File: config.mk
export PLATFORM = sky130hd
export DESIGN_NAME = stack_io_exec
export DESIGN_NICKNAME = d
export VERILOG_FILES = /design/src/stack_io_pkg.sv /design/src/flag_word_codec.sv /design/src/stack_io_exec.sv
export VERILOG_INCLUDE_DIRS = /design/src
export SDC_FILE = /design/constraint.sdc
export NUM_CORES = 1
export LEC_CHECK = 0
export BUFFER_PORTS_ARGS = -buffer_cell sky130_fd_sc_hd__clkbuf_2
export CAP_MARGIN = 20
export CORE_ASPECT_RATIO = 0.5
export CORE_MARGIN = 1
export CORE_UTILIZATION = 60
export DETAILED_ROUTE_END_ITERATION = 8
export PLACE_DENSITY = 0.87
export SYNTH_ARGS = -nofsm -noshare
export SYNTH_HDL_FRONTEND = slang
export SYNTH_SLANG_ARGS = --single-unit
File: constraint.sdc
create_clock -name clk -period 8.15 [get_ports clk]
set_input_delay 0.815 -clock clk [delete_from_list [all_inputs] [get_ports clk]]
set_output_delay 0.815 -clock clk [all_outputs]
set_load 0.01 [all_outputs]
File: src/stack_io_regs.svh
// register offsets, opcodes, state counts and field positions of the stack/io/control executor
`ifndef STACK_IO_REGS_SVH
`define STACK_IO_REGS_SVH
// ****************************************
// register byte offsets
// ****************************************
`define OFF_CMD 32'h0000_0000
`define OFF_STATUS 32'h0000_0004
`define OFF_BC 32'h0000_0008
`define OFF_DE 32'h0000_000C
`define OFF_HL 32'h0000_0010
`define OFF_AF 32'h0000_0014
`define OFF_SP 32'h0000_0018
// ****************************************
// status register bits
// ****************************************
`define STAT_BUSY 0
`define STAT_HALTED 1
`define STAT_IRQ_EN 2
`define STAT_EI_PEND 3
`define STAT_BAD_OP 4
// ****************************************
// opcodes handled here
// ****************************************
`define OP_PUSH_MASK 8'hCF
`define OP_PUSH 8'hC5
`define OP_POP 8'hC1
`define OP_SWAP_TOP 8'hE3
`define OP_LOAD_SP 8'hF9
`define OP_IN 8'hDB
`define OP_OUT 8'hD3
`define OP_EI 8'hFB
`define OP_DI 8'hF3
`define OP_STOP 8'h76
`define OP_IDLE 8'h00
// ****************************************
// states per instruction, one clock each
// ****************************************
`define ST_PUSH 5'h0B
`define ST_POP 5'h0A
`define ST_SWAP 5'h12
`define ST_LOAD_SP 5'h05
`define ST_IO 5'h0A
`define ST_SHORT 5'h04
`define ST_STOP 5'h07
`define ST_BAD 5'h01
// bus access slots, counted in states from the first state
`define SLOT_A 5'h04
`define SLOT_B 5'h07
`define SLOT_C 5'h0A
`define SLOT_D 5'h0D
// ****************************************
// flag byte layout and bus answers
// ****************************************
`define FB_SIGN 7
`define FB_ZERO 6
`define FB_ZERO5 5
`define FB_AUX 4
`define FB_ZERO3 3
`define FB_PARITY 2
`define FB_ONE1 1
`define FB_CARRY 0
`define RESP_OKAY 2'h0
`define RESP_SLVERR 2'h2
`define SP_STEP 16'h0002
`define ONE16 16'h0001
`endif

File: src/stack_io_pkg.sv
// types shared by the stack/io/control executor
package stack_io_pkg;
  // executor sequence, one-hot
  typedef enum logic [2:0] {
    S_IDLE = 3'h1,
    S_RUN = 3'h2,
    S_HALT = 3'h4
  } exec_state_t;
  // pair select field codes
  typedef enum logic [1:0] {
    PAIR_BC = 2'h0,
    PAIR_DE = 2'h1,
    PAIR_HL = 2'h2,
    PAIR_STATUS = 2'h3
  } pair_t;
endpackage

File: src/flag_word_codec.sv
// packs the condition flags into the status byte and unpacks a byte back into flags
`timescale 1ns/1ps
`include "stack_io_regs.svh"
module flag_word_codec (
  // flags to pack
  input wire logic sign_in,
  input wire logic zero_in,
  input wire logic aux_in,
  input wire logic parity_in,
  input wire logic carry_in,
  output logic [7:0] packed_byte,
  // byte to unpack
  input wire logic [7:0] unpack_byte,
  output logic sign_out,
  output logic zero_out,
  output logic aux_out,
  output logic parity_out,
  output logic carry_out
);
  // ****************************************
  // packing with fixed constant bits
  // ****************************************
  always_comb begin
    packed_byte = 8'h00;
    packed_byte[`FB_SIGN] = sign_in;
    packed_byte[`FB_ZERO] = zero_in;
    packed_byte[`FB_ZERO5] = 1'b0;
    packed_byte[`FB_AUX] = aux_in;
    packed_byte[`FB_ZERO3] = 1'b0;
    packed_byte[`FB_PARITY] = parity_in;
    packed_byte[`FB_ONE1] = 1'b1;
    packed_byte[`FB_CARRY] = carry_in;
  end
  // unpacking ignores the constant bits
  assign sign_out = unpack_byte[`FB_SIGN];
  assign zero_out = unpack_byte[`FB_ZERO];
  assign aux_out = unpack_byte[`FB_AUX];
  assign parity_out = unpack_byte[`FB_PARITY];
  assign carry_out = unpack_byte[`FB_CARRY];
endmodule

File: src/stack_io_exec.sv
// executor for stack, port and machine-control instructions with an axi4-lite register port
// What this block does
// - push pair: high at sp-1, low at sp-2
// - pair field never selects the stack pointer
// - push status: accumulator sp-1, flags sp-2
// - pop pair: low from sp, high sp+1
// - pop status: flags from sp, accumulator sp+1
// - swap stack top with hl, 18 states
// - load stack pointer from hl, 5 states
// - port input into accumulator, 10 states
// - port output drives accumulator, 10 states
// - enable takes effect after next instruction
// - disable turns interrupts off immediately
// - stop halts, registers unchanged, 7 states
// - idle does nothing, 4 states
// - only status pop and software writes to the AF register change the flags
//
// Our own choices: the register addresses and register access over AXI4-Lite.
`timescale 1ns/1ps
`include "stack_io_regs.svh"
module stack_io_exec (
  // clock and reset
  input wire logic clk,
  input wire logic nrst,
  // axi4-lite write address
  input wire logic [31:0] s_axi_awaddr,
  input wire logic s_axi_awvalid,
  output logic s_axi_awready,
  // axi4-lite write data
  input wire logic [31:0] s_axi_wdata,
  input wire logic [3:0] s_axi_wstrb,
  input wire logic s_axi_wvalid,
  output logic s_axi_wready,
  // axi4-lite write response
  output logic [1:0] s_axi_bresp,
  output logic s_axi_bvalid,
  input wire logic s_axi_bready,
  // axi4-lite read
  input wire logic [31:0] s_axi_araddr,
  input wire logic s_axi_arvalid,
  output logic s_axi_arready,
  output logic [31:0] s_axi_rdata,
  output logic [1:0] s_axi_rresp,
  output logic s_axi_rvalid,
  input wire logic s_axi_rready,
  // memory and port bus
  output logic [15:0] bus_addr,
  input wire logic [7:0] data_in,
  output logic [7:0] data_out,
  output logic data_oe,
  output logic mem_rd,
  output logic mem_wr,
  output logic io_rd,
  output logic io_wr,
  // interrupt acceptance level
  output logic irq_enabled
);
  import stack_io_pkg::*;
  // ****************************************
  // decode helpers
  // ****************************************
  // true for mapped register offsets
  function automatic logic addr_ok(input logic [31:0] a);
    addr_ok = (a == `OFF_CMD) || (a == `OFF_STATUS) || (a == `OFF_BC) || (a == `OFF_DE) ||
              (a == `OFF_HL) || (a == `OFF_AF) || (a == `OFF_SP);
  endfunction
  // push with any pair code
  function automatic logic is_push(input logic [7:0] o);
    is_push = (o & `OP_PUSH_MASK) == `OP_PUSH;
  endfunction
  // pop with any pair code
  function automatic logic is_pop(input logic [7:0] o);
    is_pop = (o & `OP_PUSH_MASK) == `OP_POP;
  endfunction
  // number of states an opcode runs
  function automatic logic [4:0] op_states(input logic [7:0] o);
    if (is_push(o)) begin
      op_states = `ST_PUSH;
    end else if (is_pop(o)) begin
      op_states = `ST_POP;
    end else begin
      case (o)
        `OP_SWAP_TOP: op_states = `ST_SWAP;
        `OP_LOAD_SP: op_states = `ST_LOAD_SP;
        `OP_IN, `OP_OUT: op_states = `ST_IO;
        `OP_EI, `OP_DI, `OP_IDLE: op_states = `ST_SHORT;
        `OP_STOP: op_states = `ST_STOP;
        default: op_states = `ST_BAD;
      endcase
    end
  endfunction
  // merge byte lanes 0 and 1 into a 16-bit register
  function automatic logic [15:0] merge16(input logic [15:0] old, input logic [31:0] wd, input logic [3:0] st);
    merge16 = {st[1] ? wd[15:8] : old[15:8], st[0] ? wd[7:0] : old[7:0]};
  endfunction
  // ****************************************
  // state
  // ****************************************
  logic aw_full, w_full; // write halves held
  logic [31:0] aw_addr, w_data; // held write address and data
  logic [3:0] w_strb; // held byte enables
  logic next_aw_full, next_w_full, next_bvalid, next_rvalid;
  logic [31:0] next_aw_addr, next_w_data, next_rdata;
  logic [3:0] next_w_strb;
  logic [1:0] next_bresp, next_rresp;
  exec_state_t state, next_state; // executor sequence
  logic [4:0] cnt, next_cnt; // state within instruction
  logic [7:0] op, next_op; // opcode being run
  logic [7:0] port, next_port; // port number operand
  logic [7:0] b, c, d, e, h, l, acc; // register file
  logic [7:0] next_b, next_c, next_d, next_e, next_h, next_l, next_acc;
  logic [15:0] sp, next_sp; // stack_pointer
  logic fs, fz, fac, fp, fcy; // sign, zero, aux_carry_flag, parity, carry_flag
  logic next_fs, next_fz, next_fac, next_fp, next_fcy;
  logic ie, next_ie; // interrupt enable bit
  logic ei_pend, next_ei_pend; // delayed enable pending
  logic bad_op, next_bad_op; // sticky unsupported opcode
  logic [7:0] tmp_lo, tmp_hi, next_tmp_lo, next_tmp_hi; // bytes read from the bus
  logic [15:0] next_bus_addr;
  logic [7:0] next_data_out;
  logic next_data_oe, next_mem_rd, next_mem_wr, next_io_rd, next_io_wr;
  // ****************************************
  // combinational decode
  // ****************************************
  logic wr_fire, ar_fire, start, done, busy, wr_ok, wr_af;
  logic [4:0] slot; // state index of the coming cycle
  logic [7:0] flag_byte, pair_hi, pair_lo, unpack_src;
  logic u_s, u_z, u_ac, u_p, u_cy;
  pair_t sel; // pair_select_field
  assign busy = (state == S_RUN);
  assign wr_fire = aw_full && w_full && !s_axi_bvalid;
  assign ar_fire = s_axi_arvalid && s_axi_arready;
  assign wr_ok = wr_fire && !busy;
  assign start = wr_ok && (aw_addr == `OFF_CMD) && w_strb[0] && (state == S_IDLE);
  assign done = busy && (cnt == op_states(op) - 5'h01);
  assign wr_af = wr_ok && (aw_addr == `OFF_AF);
  assign slot = cnt + 5'h01;
  assign sel = pair_t'(op[5:4]);
  assign s_axi_awready = !aw_full && !s_axi_bvalid;
  assign s_axi_wready = !w_full && !s_axi_bvalid;
  assign s_axi_arready = !s_axi_rvalid;
  assign irq_enabled = ie;
  assign unpack_src = wr_af ? w_data[7:0] : tmp_lo;
  // pair select: code 3 names the status word, never the stack pointer
  always_comb begin
    case (sel)
      PAIR_BC: begin pair_hi = b; pair_lo = c; end
      PAIR_DE: begin pair_hi = d; pair_lo = e; end
      PAIR_HL: begin pair_hi = h; pair_lo = l; end
      default: begin pair_hi = acc; pair_lo = flag_byte; end
    endcase
  end
  flag_word_codec u_codec (
    .sign_in(fs),
    .zero_in(fz),
    .aux_in(fac),
    .parity_in(fp),
    .carry_in(fcy),
    .packed_byte(flag_byte),
    .unpack_byte(unpack_src),
    .sign_out(u_s),
    .zero_out(u_z),
    .aux_out(u_ac),
    .parity_out(u_p),
    .carry_out(u_cy)
  );
  // ****************************************
  // axi4-lite slave
  // ****************************************
  // write halves latch separately, answer after both are held
  always_comb begin
    next_aw_full = aw_full;
    next_w_full = w_full;
    next_aw_addr = aw_addr;
    next_w_data = w_data;
    next_w_strb = w_strb;
    next_bvalid = s_axi_bvalid;
    next_bresp = s_axi_bresp;
    next_rvalid = s_axi_rvalid;
    next_rdata = s_axi_rdata;
    next_rresp = s_axi_rresp;
    if (s_axi_awvalid && s_axi_awready) begin
      next_aw_full = 1'b1;
      next_aw_addr = s_axi_awaddr;
    end
    if (s_axi_wvalid && s_axi_wready) begin
      next_w_full = 1'b1;
      next_w_data = s_axi_wdata;
      next_w_strb = s_axi_wstrb;
    end
    if (wr_fire) begin
      // writes while busy are dropped but still answered
      next_aw_full = 1'b0;
      next_w_full = 1'b0;
      next_bvalid = 1'b1;
      next_bresp = addr_ok(aw_addr) ? `RESP_OKAY : `RESP_SLVERR;
    end else if (s_axi_bvalid && s_axi_bready) begin
      next_bvalid = 1'b0;
    end
    if (ar_fire) begin
      next_rvalid = 1'b1;
      next_rresp = addr_ok(s_axi_araddr) ? `RESP_OKAY : `RESP_SLVERR;
      case (s_axi_araddr)
        `OFF_CMD: next_rdata = {16'h0000, port, op};
        `OFF_STATUS: next_rdata = {27'h0000000, bad_op, ei_pend, ie, state == S_HALT, busy};
        `OFF_BC: next_rdata = {16'h0000, b, c};
        `OFF_DE: next_rdata = {16'h0000, d, e};
        `OFF_HL: next_rdata = {16'h0000, h, l};
        `OFF_AF: next_rdata = {16'h0000, acc, flag_byte};
        `OFF_SP: next_rdata = {16'h0000, sp};
        default: next_rdata = 32'h0000_0000;
      endcase
    end else if (s_axi_rvalid && s_axi_rready) begin
      next_rvalid = 1'b0;
    end
  end
  // bus slave registers
  always_ff @(posedge clk or negedge nrst) begin
    if (!nrst) begin
      aw_full <= 1'b0;
      w_full <= 1'b0;
      aw_addr <= 32'h0000_0000;
      w_data <= 32'h0000_0000;
      w_strb <= 4'h0;
      s_axi_bvalid <= 1'b0;
      s_axi_bresp <= 2'h0;
      s_axi_rvalid <= 1'b0;
      s_axi_rdata <= 32'h0000_0000;
      s_axi_rresp <= 2'h0;
    end else begin
      aw_full <= next_aw_full;
      w_full <= next_w_full;
      aw_addr <= next_aw_addr;
      w_data <= next_w_data;
      w_strb <= next_w_strb;
      s_axi_bvalid <= next_bvalid;
      s_axi_bresp <= next_bresp;
      s_axi_rvalid <= next_rvalid;
      s_axi_rdata <= next_rdata;
      s_axi_rresp <= next_rresp;
    end
  end
  // ****************************************
  // executor
  // ****************************************
  always_comb begin
    next_state = state;
    next_cnt = cnt;
    next_op = op;
    next_port = port;
    {next_b, next_c, next_d, next_e, next_h, next_l, next_acc} = {b, c, d, e, h, l, acc};
    next_sp = sp;
    {next_fs, next_fz, next_fac, next_fp, next_fcy} = {fs, fz, fac, fp, fcy};
    next_ie = ie;
    next_ei_pend = ei_pend;
    next_bad_op = bad_op;
    next_tmp_lo = tmp_lo;
    next_tmp_hi = tmp_hi;
    next_bus_addr = bus_addr;
    next_data_out = data_out;
    {next_data_oe, next_mem_rd, next_mem_wr, next_io_rd, next_io_wr} = 5'h00;
    // register writes from software while idle or halted
    if (wr_ok) begin
      case (aw_addr)
        `OFF_BC: {next_b, next_c} = merge16({b, c}, w_data, w_strb);
        `OFF_DE: {next_d, next_e} = merge16({d, e}, w_data, w_strb);
        `OFF_HL: {next_h, next_l} = merge16({h, l}, w_data, w_strb);
        `OFF_SP: next_sp = merge16(sp, w_data, w_strb);
        `OFF_AF: begin
          next_acc = w_data[15:8];
          {next_fs, next_fz, next_fac, next_fp, next_fcy} = {u_s, u_z, u_ac, u_p, u_cy};
        end
        `OFF_STATUS: begin
          // writing one resumes a halt and clears the bad opcode mark
          if (w_data[`STAT_HALTED] && state == S_HALT) begin
            next_state = S_IDLE;
          end
          if (w_data[`STAT_BAD_OP]) begin
            next_bad_op = 1'b0;
          end
        end
        default: begin
        end
      endcase
    end
    case (state)
      S_IDLE: begin
        if (start) begin
          next_state = S_RUN;
          next_cnt = 5'h00;
          next_op = w_data[7:0];
          next_port = w_data[15:8];
          if (op_states(w_data[7:0]) == `ST_BAD) begin
            next_bad_op = 1'b1;
          end
        end
      end
      S_RUN: begin
        next_cnt = slot;
        // bus strobes for the coming state
        if (is_push(op) && slot == `SLOT_A) begin
          {next_mem_wr, next_data_oe} = 2'h3;
          next_bus_addr = sp - `ONE16;
          next_data_out = pair_hi;
        end else if (is_push(op) && slot == `SLOT_B) begin
          {next_mem_wr, next_data_oe} = 2'h3;
          next_bus_addr = sp - `SP_STEP;
          next_data_out = pair_lo;
        end else if ((is_pop(op) || op == `OP_SWAP_TOP) && (slot == `SLOT_A || slot == `SLOT_B)) begin
          next_mem_rd = 1'b1;
          next_bus_addr = (slot == `SLOT_A) ? sp : sp + `ONE16;
        end else if (op == `OP_SWAP_TOP && (slot == `SLOT_C || slot == `SLOT_D)) begin
          {next_mem_wr, next_data_oe} = 2'h3;
          next_bus_addr = (slot == `SLOT_C) ? sp + `ONE16 : sp;
          next_data_out = (slot == `SLOT_C) ? h : l;
        end else if ((op == `OP_IN || op == `OP_OUT) && slot == `SLOT_B) begin
          next_bus_addr = {port, port};
          next_io_rd = (op == `OP_IN);
          {next_io_wr, next_data_oe} = {2{op == `OP_OUT}};
          next_data_out = acc;
        end
        // capture read data in the strobe cycle
        if (mem_rd || io_rd) begin
          if (cnt == `SLOT_A || io_rd) begin
            next_tmp_lo = data_in;
          end else begin
            next_tmp_hi = data_in;
          end
        end
        if (done) begin
          next_state = S_IDLE;
          // a completed instruction releases a pending enable
          if (ei_pend) begin
            next_ie = 1'b1;
            next_ei_pend = 1'b0;
          end
          if (is_push(op)) begin
            next_sp = sp - `SP_STEP;
          end else if (is_pop(op)) begin
            next_sp = sp + `SP_STEP;
            case (sel)
              PAIR_BC: {next_b, next_c} = {tmp_hi, tmp_lo};
              PAIR_DE: {next_d, next_e} = {tmp_hi, tmp_lo};
              PAIR_HL: {next_h, next_l} = {tmp_hi, tmp_lo};
              default: begin
                // the only path that reloads flags during execution
                next_acc = tmp_hi;
                {next_fs, next_fz, next_fac, next_fp, next_fcy} = {u_s, u_z, u_ac, u_p, u_cy};
              end
            endcase
          end else begin
            case (op)
              `OP_SWAP_TOP: {next_h, next_l} = {tmp_hi, tmp_lo};
              `OP_LOAD_SP: next_sp = {h, l};
              `OP_IN: next_acc = tmp_lo;
              `OP_EI: next_ei_pend = 1'b1;
              `OP_DI: {next_ie, next_ei_pend} = 2'h0;
              `OP_STOP: next_state = S_HALT;
              default: begin
                // idle, output and unsupported codes leave state alone
              end
            endcase
          end
        end
      end
      S_HALT: begin
        // registers held until software resumes
      end
      default: next_state = S_IDLE;
    endcase
  end
  // executor registers
  always_ff @(posedge clk or negedge nrst) begin
    if (!nrst) begin
      state <= S_IDLE;
      cnt <= 5'h00;
      op <= 8'h00;
      port <= 8'h00;
      {b, c, d, e, h, l, acc} <= 56'h0;
      sp <= 16'h0000;
      {fs, fz, fac, fp, fcy} <= 5'h00;
      ie <= 1'b0;
      ei_pend <= 1'b0;
      bad_op <= 1'b0;
      tmp_lo <= 8'h00;
      tmp_hi <= 8'h00;
      bus_addr <= 16'h0000;
      data_out <= 8'h00;
      {data_oe, mem_rd, mem_wr, io_rd, io_wr} <= 5'h00;
    end else begin
      state <= next_state;
      cnt <= next_cnt;
      op <= next_op;
      port <= next_port;
      {b, c, d, e, h, l, acc} <= {next_b, next_c, next_d, next_e, next_h, next_l, next_acc};
      sp <= next_sp;
      {fs, fz, fac, fp, fcy} <= {next_fs, next_fz, next_fac, next_fp, next_fcy};
      ie <= next_ie;
      ei_pend <= next_ei_pend;
      bad_op <= next_bad_op;
      tmp_lo <= next_tmp_lo;
      tmp_hi <= next_tmp_hi;
      bus_addr <= next_bus_addr;
      data_out <= next_data_out;
      {data_oe, mem_rd, mem_wr, io_rd, io_wr} <= {next_data_oe, next_mem_rd, next_mem_wr, next_io_rd, next_io_wr};
    end
  end
endmodule

**After elaboration in Yosys (flattened, before gate mapping)**

Cells that the tools add are included.

- Output and inout bits: 71
- Register bits after elaboration: 239
- Logic and storage cells: 345

- $add $sub $neg: 6
- Eq/ne operators: 44
- Bitwise gates (word level): 1
- Reduce and logical (&&, ||, !) cells: 68
- Mux-type cells: 187

Operators with widths:

| kind | count |
|---|---|
| 2-to-1 mux 8 bit | 67 |
| 2-to-1 mux 16 bit | 14 |
| == test 32 x 5 -> 1 bit, second input constant | 6 |
| == test 32 x 4 -> 1 bit, second input constant | 4 |
| one-hot mux 16 bit (7 select lines) | 1 |
| == test 8 bit, second input constant | 12 |
| 2-to-1 mux 1 bit | 82 |
| == test 32 x 3 -> 1 bit, second input constant | 2 |
| logical NOT 32 bit | 2 |
| one-hot mux 5 bit (5 select lines) | 2 |
| one-hot mux 8 bit (3 select lines) | 2 |
| 2-to-1 mux 5 bit | 7 |
| == test 6 bit, second input constant | 4 |
| 2-to-1 mux 3 bit | 8 |
| logical AND 1 bit | 21 |
| logical OR 1 bit | 18 |
| adder 16 x 1 -> 16 bit, second input constant | 1 |
| adder 16 x 2 -> 16 bit, second input constant | 1 |
| == test 8 x 7 -> 1 bit, second input constant | 2 |
| logical NOT 8 bit | 2 |
| subtractor 16 x 1 -> 16 bit, second input constant | 1 |
| subtractor 16 x 2 -> 16 bit, second input constant | 1 |
| == test 5 x 3 -> 1 bit, second input constant | 3 |
| == test 5 x 4 -> 1 bit, second input constant | 2 |
| 24 further kinds | 41 |

**Longest topological paths before layout**

Gate-level depths: netlist (run 1).

- Word-level depth: 12
- Mapped depth: 15
- Gate-level depth less buffers: 11

**Hierarchy**

A second synthesis (run 1) with hierarchy kept.

- Cell total of the unflattened synthesis: 1428
- Area, all modules: 13890.8 µm²

By module, submodules not included:

| module | area each (µm²) | times used | cells each |
|---|---|---|---|
| stack_io_exec | 13785.7 | 1 | 1413 |
| flag_word_codec | 105.1 | 1 | 15 |

**Worst setup path before layout (run 1)**

OpenSTA, ideal clock, no wires.

- Kind: flip-flop to flip-flop
- Start point: register op[2]
- End point: register h[0]
- Arrival time: 3.096 ns
- Required time: 8.025 ns
- Path slack: 4.929 ns
- Buffers on the path: 4
- Cell stages (with the launch flop): 15
- Path through: dfrtp_1 -> buf_2 -> nor4b_2 -> nand2_2 -> and3_1 -> ha_1 -> xnor2_1 -> or3_1 -> o211a_1 -> o2111a_1 -> buf_6 -> and4b_1 -> buf_6 -> buf_12 -> mux2_4

- Longest elaborated chain between the ends: 10
- Elaborated cells on any way between the ends: 23

Ends and longest elaborated chain:

| what | RTL line | text |
|---|---|---|
| start, declared | stack_io_exec.sv:108 | `logic [7:0] op, next_op;` |
| start signal, assigned | stack_io_exec.sv:393 | `op <= next_op;` |
| == test 8 bit / logical NOT 8 bit (equally long branches) | stack_io_exec.sv:82 | `case (o)` |
| OR reduction 3 bit / OR reduction 2 bit (equally long branches) | stack_io_exec.sv:82 |  |
| one-hot mux 5 bit (5 select lines) | stack_io_exec.sv:82 |  |
| 2-to-1 mux 5 bit | stack_io_exec.sv:79 | `end else if (is_pop(o)) begin` |
| 2-to-1 mux 5 bit | stack_io_exec.sv:77 | `if (is_push(o)) begin` |
| subtractor 5 x 1 -> 5 bit | stack_io_exec.sv:135 | `assign done = busy && (cnt == op_states(op) - 5'h01);` |
| == test 5 bit | stack_io_exec.sv:135 |  |
| logical AND 1 bit | stack_io_exec.sv:135 |  |
| 2-to-1 mux 8 bit * | stack_io_exec.sv:330 | `if (done) begin` |
| 2-to-1 mux 8 bit * | stack_io_exec.sv:286 | `case (state)` |
| net next_h[0] | stack_io_exec.sv:111 | `logic [7:0] next_b, next_c, next_d, next_e, next_h, next_l, next_acc;` |
| end signal, assigned | stack_io_exec.sv:395 | `{b, c, d, e, h, l, acc} <= {next_b, next_c, next_d, next_e, next_h, next_l, next_acc};` |
| end, declared | stack_io_exec.sv:110 | `logic [7:0] b, c, d, e, h, l, acc;` |

The timed path passes the listed nets; every way through them passes the cells marked *.
A chain may end at the register's enable or synchronous reset.

**Worst setup path after layout (run 1)**

- Start point: register op[4]
- End point: register state[2]

- Longest elaborated chain between the ends: 10
- Elaborated cells on any way between the ends: 21

Ends and longest elaborated chain:

| what | RTL line | text |
|---|---|---|
| == test 8 bit / logical NOT 8 bit (equally long branches) | stack_io_exec.sv:82 |  |
| OR reduction 3 bit / OR reduction 2 bit (equally long branches) | stack_io_exec.sv:82 |  |
| one-hot mux 5 bit (5 select lines) | stack_io_exec.sv:82 |  |
| 2-to-1 mux 5 bit | stack_io_exec.sv:79 |  |
| 2-to-1 mux 5 bit | stack_io_exec.sv:77 |  |
| subtractor 5 x 1 -> 5 bit | stack_io_exec.sv:135 |  |
| == test 5 bit | stack_io_exec.sv:135 |  |
| logical AND 1 bit | stack_io_exec.sv:135 |  |
| 2-to-1 mux 3 bit * | stack_io_exec.sv:330 |  |
| one-hot mux 3 bit (3 select lines) * | stack_io_exec.sv:286 |  |
| net next_state[2] | stack_io_exec.sv:106 | `exec_state_t state, next_state;` |
| end signal, assigned | stack_io_exec.sv:391 | `state <= next_state;` |
| end, declared | stack_io_exec.sv:106 |  |

Marked as above.

==> results of run 1 <==
-- cell type report --
class / count / area, um^2 / area share
Tap cell: 307 / 384 / 0.0243
Inverter: 14 / 52.6 / 0.00332
Timing Repair Buffer: 170 / 965 / 0.0610
Sequential cell: 221 / 5530 / 0.350
Clock buffer: 30 / 651 / 0.0412
Multi-Input combinational cell: 1034 / 8060 / 0.510
Clock inverter: 9 / 170 / 0.0108
-- per-stage QoR --
step	utilization	hold WS, ns	cells	worst slack, ns	total power [mW]
detailed placement	0.648	0.470	1743	3.28	1.81
global placement	0.647	0.462	1742	3.44	1.77
CTS	0.683	0.244	1782	3.24	2.96
floorplan	-	0.462	1401	4.93	1.62
global route	0.686	0.230	1785	3.12	3.07
finish	0.686	0.169	1785	3.29	2.99
-- metal layers --
metal,vias up,track usage,wire length (um)
met5,-,0,0
met4,0,0.130,1700
met3,158,0.116,6530
met2,922,0.579,20500
met1,6209,0.581,19700
li1,5339,-,-
-- flip-flops by register name, indices dropped and copies added (netlist names), 16 cells and up --
| name | cells |
|---|---|
| w_data | 16 |
| bus_addr | 16 |
| sp | 16 |
| aw_addr | 32 |
| s_axi_rdata | 16 |
-- kinds of logic (layout without fill, tap and decap cells) --
kind of cell             after synthesis  after routing
AO/OA/AOI/OAI                        310            310
XOR/XNOR                              43             43
adder cells (fa/ha/maj)               11             11
buffers and inverters                146            223
flip-flops                           221            221
multiplexers                         252            252
other                                  1             18
AND/OR/NAND/NOR                      400            400
-- power by group --
part | switching, mW | leakage, nW | internal (mW) | total (mW)
Clock | 0.482 | 0.406 | 0.689 | 1.17
Sequential | 0.234 | 2.96 | 1.23 | 1.46
Combinational | 0.154 | 3.44 | 0.195 | 0.349
-- worst min-delay path by stage --
| stage | cells past startpoint | slack, ns | to | startpoint |
|---|---|---|---|---|
| final | 1 | 0.17 | bus_addr[10] | nrst |
| after detailed placement | 2 | 0.47 | bus_addr[9] | bus_addr[9] |
| after global routing | 1 | 0.23 | bus_addr[10] | nrst |
| after floorplan | 2 | 0.46 | bad_op | bad_op |
| after CTS | 1 | 0.24 | bus_addr[2] | nrst |
| after global placement | 2 | 0.46 | bus_addr[7] | bus_addr[7] |
-- worst reg2reg max path, cell delays in order (launching register included) --
cell and delay (ns):
dfrtp_1 0.33, buf_4 0.36, and2_1 0.28, and4_1 0.28, nand2_1 0.19, and3_1 0.26
ha_1 0.23, xnor2_1 0.26, or3_1 0.16, o211a_1 0.17, o2111a_1 0.81, nand2_1 0.87
o31ai_1 0.54
-- cells in the final DEF (no fill, tap or decap), types with 8 or more instances in the layout --
cell type,instances
and3_1,14
a22oi_1,21
nand4_1,17
nor4_1,17
buf_4,17
mux2i_1,44
clkbuf_2,148
and2_1,11
o32ai_1,10
nor2b_1,21
xor2_1,14
nand3_1,39
and4_1,8
nor3_1,26
o22ai_1,21
a21oi_1,43
or3_1,11
xnor2_1,29
a31oi_1,18
o31ai_1,22
nor2_1,95
mux4_2,26
inv_1,14
clkbuf_16,22
a221oi_1,21
conb_1,18
ha_1,11
dfrtp_1,220
nand2_1,98
mux2_2,152
o21ai_0,62
a211oi_1,34
mux2_4,30
-- Yosys cell counts, types with 7 or more instances --
cell and count:
dfrtp_1 220, mux2_2 152, nand2_1 98, nor2_1 95, clkbuf_1 73, o21ai_0 62, mux2i_1 44, a21oi_1 43
nand3_1 39, a211oi_1 34, mux2_4 30, xnor2_1 29, mux4_2 26, nor3_1 26, o31ai_1 22, a221oi_1 21
a22oi_1 21, buf_4 21, nor2b_1 21, o22ai_1 21, a31oi_1 18, buf_2 18, nand4_1 17, nor4_1 17
and3_1 14, inv_1 14, xor2_1 14, buf_1 12, and2_1 11, ha_1 11, or3_1 11, o32ai_1 10
and4_1 8, o211ai_1 7
==> impl_metrics.yaml, run 1 <==
finish:
  drive_above_1_share: 0.297
  antennaDiodeCount: 0
  final_area_um2: 15800
  nets: 1589
  area_growth_pct: 11.4
  fill_cells: 1659
drt:
  drc: 9
  vias: 12600
  via_per_inst: 7.07
  wl_per_cell_um: 27.1
  drtIter0Drc: 1625
  dr.pass1.iters: 9
  drtAntennaViolNets: 0
  routed_wirelength_mm: 48.4
place:
  gp_congestion: 0.991
  dpl_cell_area_um2: 14900
  portBuffers: 149
  dpl.hpwl_mm: 34.3
cts:
  clockBufferDepth: 3
  cts_resized: 0
  hold_buffers: 0
  clk_pin_slew_ns: 0.07
  postCtsSetupBuffers: 0
  cts_root_buffer: "clkbuf_16"
  clk_latency_ns: 0.56
  clock-sinks: 221
  cts_tree: "yes"
  cts_max_level: 1
  cts_buffers: 22
setup_path:
  critPathKind: "reg2reg"
  reg2reg_setup_slack_ns: 3.29
  r2r_cells: 12
  path_depth: 12
  cp-end-kind: "flip-flop"
  crit_top_cell: "nand2_1"
  regToRegEndpoint: "state[2]"
  path_delay_family: "simple AND/OR/NAND/NOR gates"
  cp-endpoint: "state[2]"
  startpoint_type: "flip-flop"
  slowest_delay_ns: 0.86
  r2r_start: "op[4]"
  required_ns: 8.57
  cp_max_fo: 26
  arrival_ns: 5.28
  crit_path_start: "op[4]"
  cp_cell_sequence: "buf_4 > and2_1 > and4_1 > nand2_1 > and3_1 > ha_1 > xnor2_1 > or3_1 > o211a_1 > o2111a_1 > nand2_1 > o31ai_1"
  slowest_stage: "nand2_1"
  crit_buf_inv: 1
synthesis:
  netlist_top_cells_area: "dfrtp_1 (39%), mux2_2 (12%), mux4_2 (4.1%)"
  synth_edf_count: 0
  synthMuxAreaShare: 0.225
  synth_xor_area_frac: 0.0265
  synthFlopType: "dfrtp_1"
  synth_top_family_by_area: "multiplexers"
  ys_warn_count: 0
  synth_area_leader_cell: "dfrtp_1"
  ys_ff_latch: 221
  synth-async-reset-ratio: 1.00
  synth-simple-area-share: 0.148
  netlist_instances: 1384
  netlist_area_um2: 14200
  ys_seq_area_frac: 0.390
  synth_top_area_frac: 0.388
  avgSynthCellArea_um2: 10.3
  synth_compound_area_frac: 0.151
  synthAdderAreaFrac: 0.00970
  synth.distinct_cells: 86
timing:
  hold_violations: 0
  tns_ns: 0
  setup_violations: 0
  slew_viol_final: 0
  final.min_clock_period_ns: 4.86
  clock.fmax_ghz: 0.206
  timing.final.crit_share: 0.596
  fin_skew_ns: 0.0213
  rsz0062_at_grt: "no"
  worstMarginPinSlew_ns: 1.18
  slew_headroom: 0.214
status:
  status: "finished, violations left"
  violations: "design-rule violations"
grt:
  grt_pass1_wl_mm: 73.9
  grt_pass1_vias: 12400
  grt_max_degree: 87
  grtUsageTotal: 0.402
  overflow: 0
  antenna_found_initial: 0
floorplan:
  die_area_um2: 24300
  initial_core_util: 0.616
  io_pins: 186
  die_h_um: 111
  core_area_um2: 23000
  fp.dieW_um: 220
  core.rowCount: 39
power:
  p_leak_nw: 6.81
  irDropWorstVdd_mv: 0.229
  p_per_area_nw_per_um2: 189
worst_hold_path:
  hold_path.class: "in2async"
run:
  drv_cap: 0
Power figures use the tool's default switching activity.
==> run 2: changes to the inputs <==
--- a/config.mk
+++ b/config.mk
@@ -10,9 +10,9 @@
 export CAP_MARGIN = 20
 export CORE_ASPECT_RATIO = 0.5
 export CORE_MARGIN = 1
-export CORE_UTILIZATION = 60
+export CORE_UTILIZATION = 53
 export DETAILED_ROUTE_END_ITERATION = 8
-export PLACE_DENSITY = 0.87
+export PLACE_DENSITY = 0.82
 export SYNTH_ARGS = -nofsm -noshare
 export SYNTH_HDL_FRONTEND = slang
 export SYNTH_SLANG_ARGS = --single-unit
==> constraint.sdc (replaced) <==
create_clock -name clk -period 4.29 [get_ports clk]
set_input_delay 0.429 -clock clk [delete_from_list [all_inputs] [get_ports clk]]
set_output_delay 0.429 -clock clk [all_outputs]
set_load 0.01 [all_outputs]
==> run 2 against run 1 <==
Compared with the run above:
- the run ends with design-rule violations, negative hold slack left
- hold slack got worse by 0.17 ns
- core utilization decreased by 7.2 points
- critical path depth unchanged
==> impl_metrics.yaml, run 2 (synthesized netlist as in run 1, its figures left out) <==
cts:
  clk_pin_slew_ns: 0.07
  postCtsSetupBuffers: 0
  cts_root_buffer: "clkbuf_16"
  clock-sinks: 221
  cts_resized: 0
  cts_buffers: 23
  clk_latency_ns: 0.55
  cts_tree: "yes"
  cts_max_level: 1
  clockBufferDepth: 3
  hold_buffers: 0
setup_path:
  path_delay_family: "simple AND/OR/NAND/NOR gates"
  cp_cell_sequence: "nand4_1 > nor3b_2 > nor2_1 > and3_1 > ha_1 > xnor2_1 > or3_1 > o211a_1 > o2111a_1 > buf_4 > nand4_4 > mux2_4"
  cp_max_fo: 16
  required_ns: 4.72
  slowest_delay_ns: 0.59
  path_depth: 12
  reg2reg_setup_slack_ns: 0.29
  r2r_cells: 12
  startpoint_type: "flip-flop"
  arrival_ns: 4.43
  critPathKind: "reg2reg"
  cp-end-kind: "flip-flop"
  crit_buf_inv: 1
  slowest_stage: "dfrtp_1"
place:
  post-place-ws_ns: 0.464
  portBuffers: 149
  gp_congestion: 1.01
  dpl.hpwl_mm: 35.8
grt:
  grt_pass1_wl_mm: 75.5
  grtUsageTotal: 0.362
  grt_max_degree: 143
  grt_pass1_vias: 12400
  overflow: 0
  antenna_found_initial: 0
finish:
  final_cell_mix: "dfrtp_1 (220), mux2_2 (152), clkbuf_2 (148)"
  layout_commonest_cell: "dfrtp_1"
  nets: 1604
  drive_above_1_share: 0.302
  largest_reg_flops: 32
  area_growth_pct: 11.5
  antennaDiodeCount: 0
  fill_cells: 2075
  largest-register: "aw_addr"
timing:
  slew_headroom: 0.266
  setup_ws_ns: 0.287
  clock.fmax_ghz: 0.250
  worstMarginPinSlew_ns: 1.10
  hold_violations: 2
  rsz0062_at_grt: "no"
  slew_viol_final: 0
  tns_ns: 0
  final.min_clock_period_ns: 4.00
  setup_violations: 0
  timing.final.crit_share: 0.933
  fin_skew_ns: 0.0141
  whs_ns: -0.000633
status:
  violations: "design-rule violations, negative hold slack"
  status: "finished, violations left"
power:
  p_per_area_nw_per_um2: 343
  p_leak_nw: 6.82
  irDropWorstVdd_mv: 0.367
drt:
  dr.pass1.iters: 7
  drtAntennaViolNets: 0
  drtIter0Drc: 1718
  via_per_inst: 6.89
  vias: 12600
  routed_wirelength_mm: 49.4
  drc: 14
  wl_per_cell_um: 26.9
floorplan:
  die_area_um2: 27500
  initial_core_util: 0.551
  die_h_um: 118
  core_area_um2: 25800
  io_pins: 186
  core.rowCount: 41
  fp.dieW_um: 233
worst_hold_path:
  hold_path.class: "in2async"
run:
  drv_cap: 0
==> run 2: changes by cell type in the layout (fill, tap and decap cells not counted), sizes merged <==
cell / delta
buf: +14
bufinv: -4
clkbuf: +1
clkinv: -1
clkinvlp: +2
inv: +1
==> run 2: worst paths after layout <==
check                        startpoint            to
setup / recovery                  op[6]          b[6]
hold / removal                     nrst   aw_addr[26]
setup reg to reg                  op[6]          b[6]
hold reg to reg             bus_addr[0]   bus_addr[0]
max in group asynchronous          nrst        acc[0]
min in group clk           s_axi_rready  s_axi_rvalid
==> run 2: power breakdown <==
part	internal, mW	switching [mW]
logic	0.381	0.308
registers	2.34	0.433
clock network	1.07	0.887
==> run 2: area by class of cell <==
type,instances,area (um^2),area share
well taps,344,430,0.0272
clock buffers,31,656,0.0414
flip-flops and latches,221,5530,0.349
inverters,14,52.6,0.00332
multi-input cells,1034,8050,0.509
clock inverters,7,55.1,0.00348
repair buffers,184,1050,0.0664
==> run 2: stage by stage <==
stage          total power [mW]  hold slack [ns]   util  cell area, um^2  std cells
6_report                   5.42        -0.000633  0.615            15800       1835
5_1_grt                    5.60           0.0553  0.615            15800       1835
4_1_cts                    5.40           0.0396  0.615            15800       1835
3_5_place_dp               3.46            0.468  0.587            15100       1797
3_3_place_gp               3.36            0.462  0.586            15100       1796
2_1_floorplan              3.08            0.133      -            14300       1401
==> run 2: metal layers <==
layer / track usage / up-vias / part of all wire
met1: 0.526 / 6305 / 0.42
met2: 0.518 / 861 / 0.42
met3: 0.113 / 117 / 0.13
met5: 0 / - / 0
met4: 0.101 / 0 / 0.030
li1: - / 5360 / -
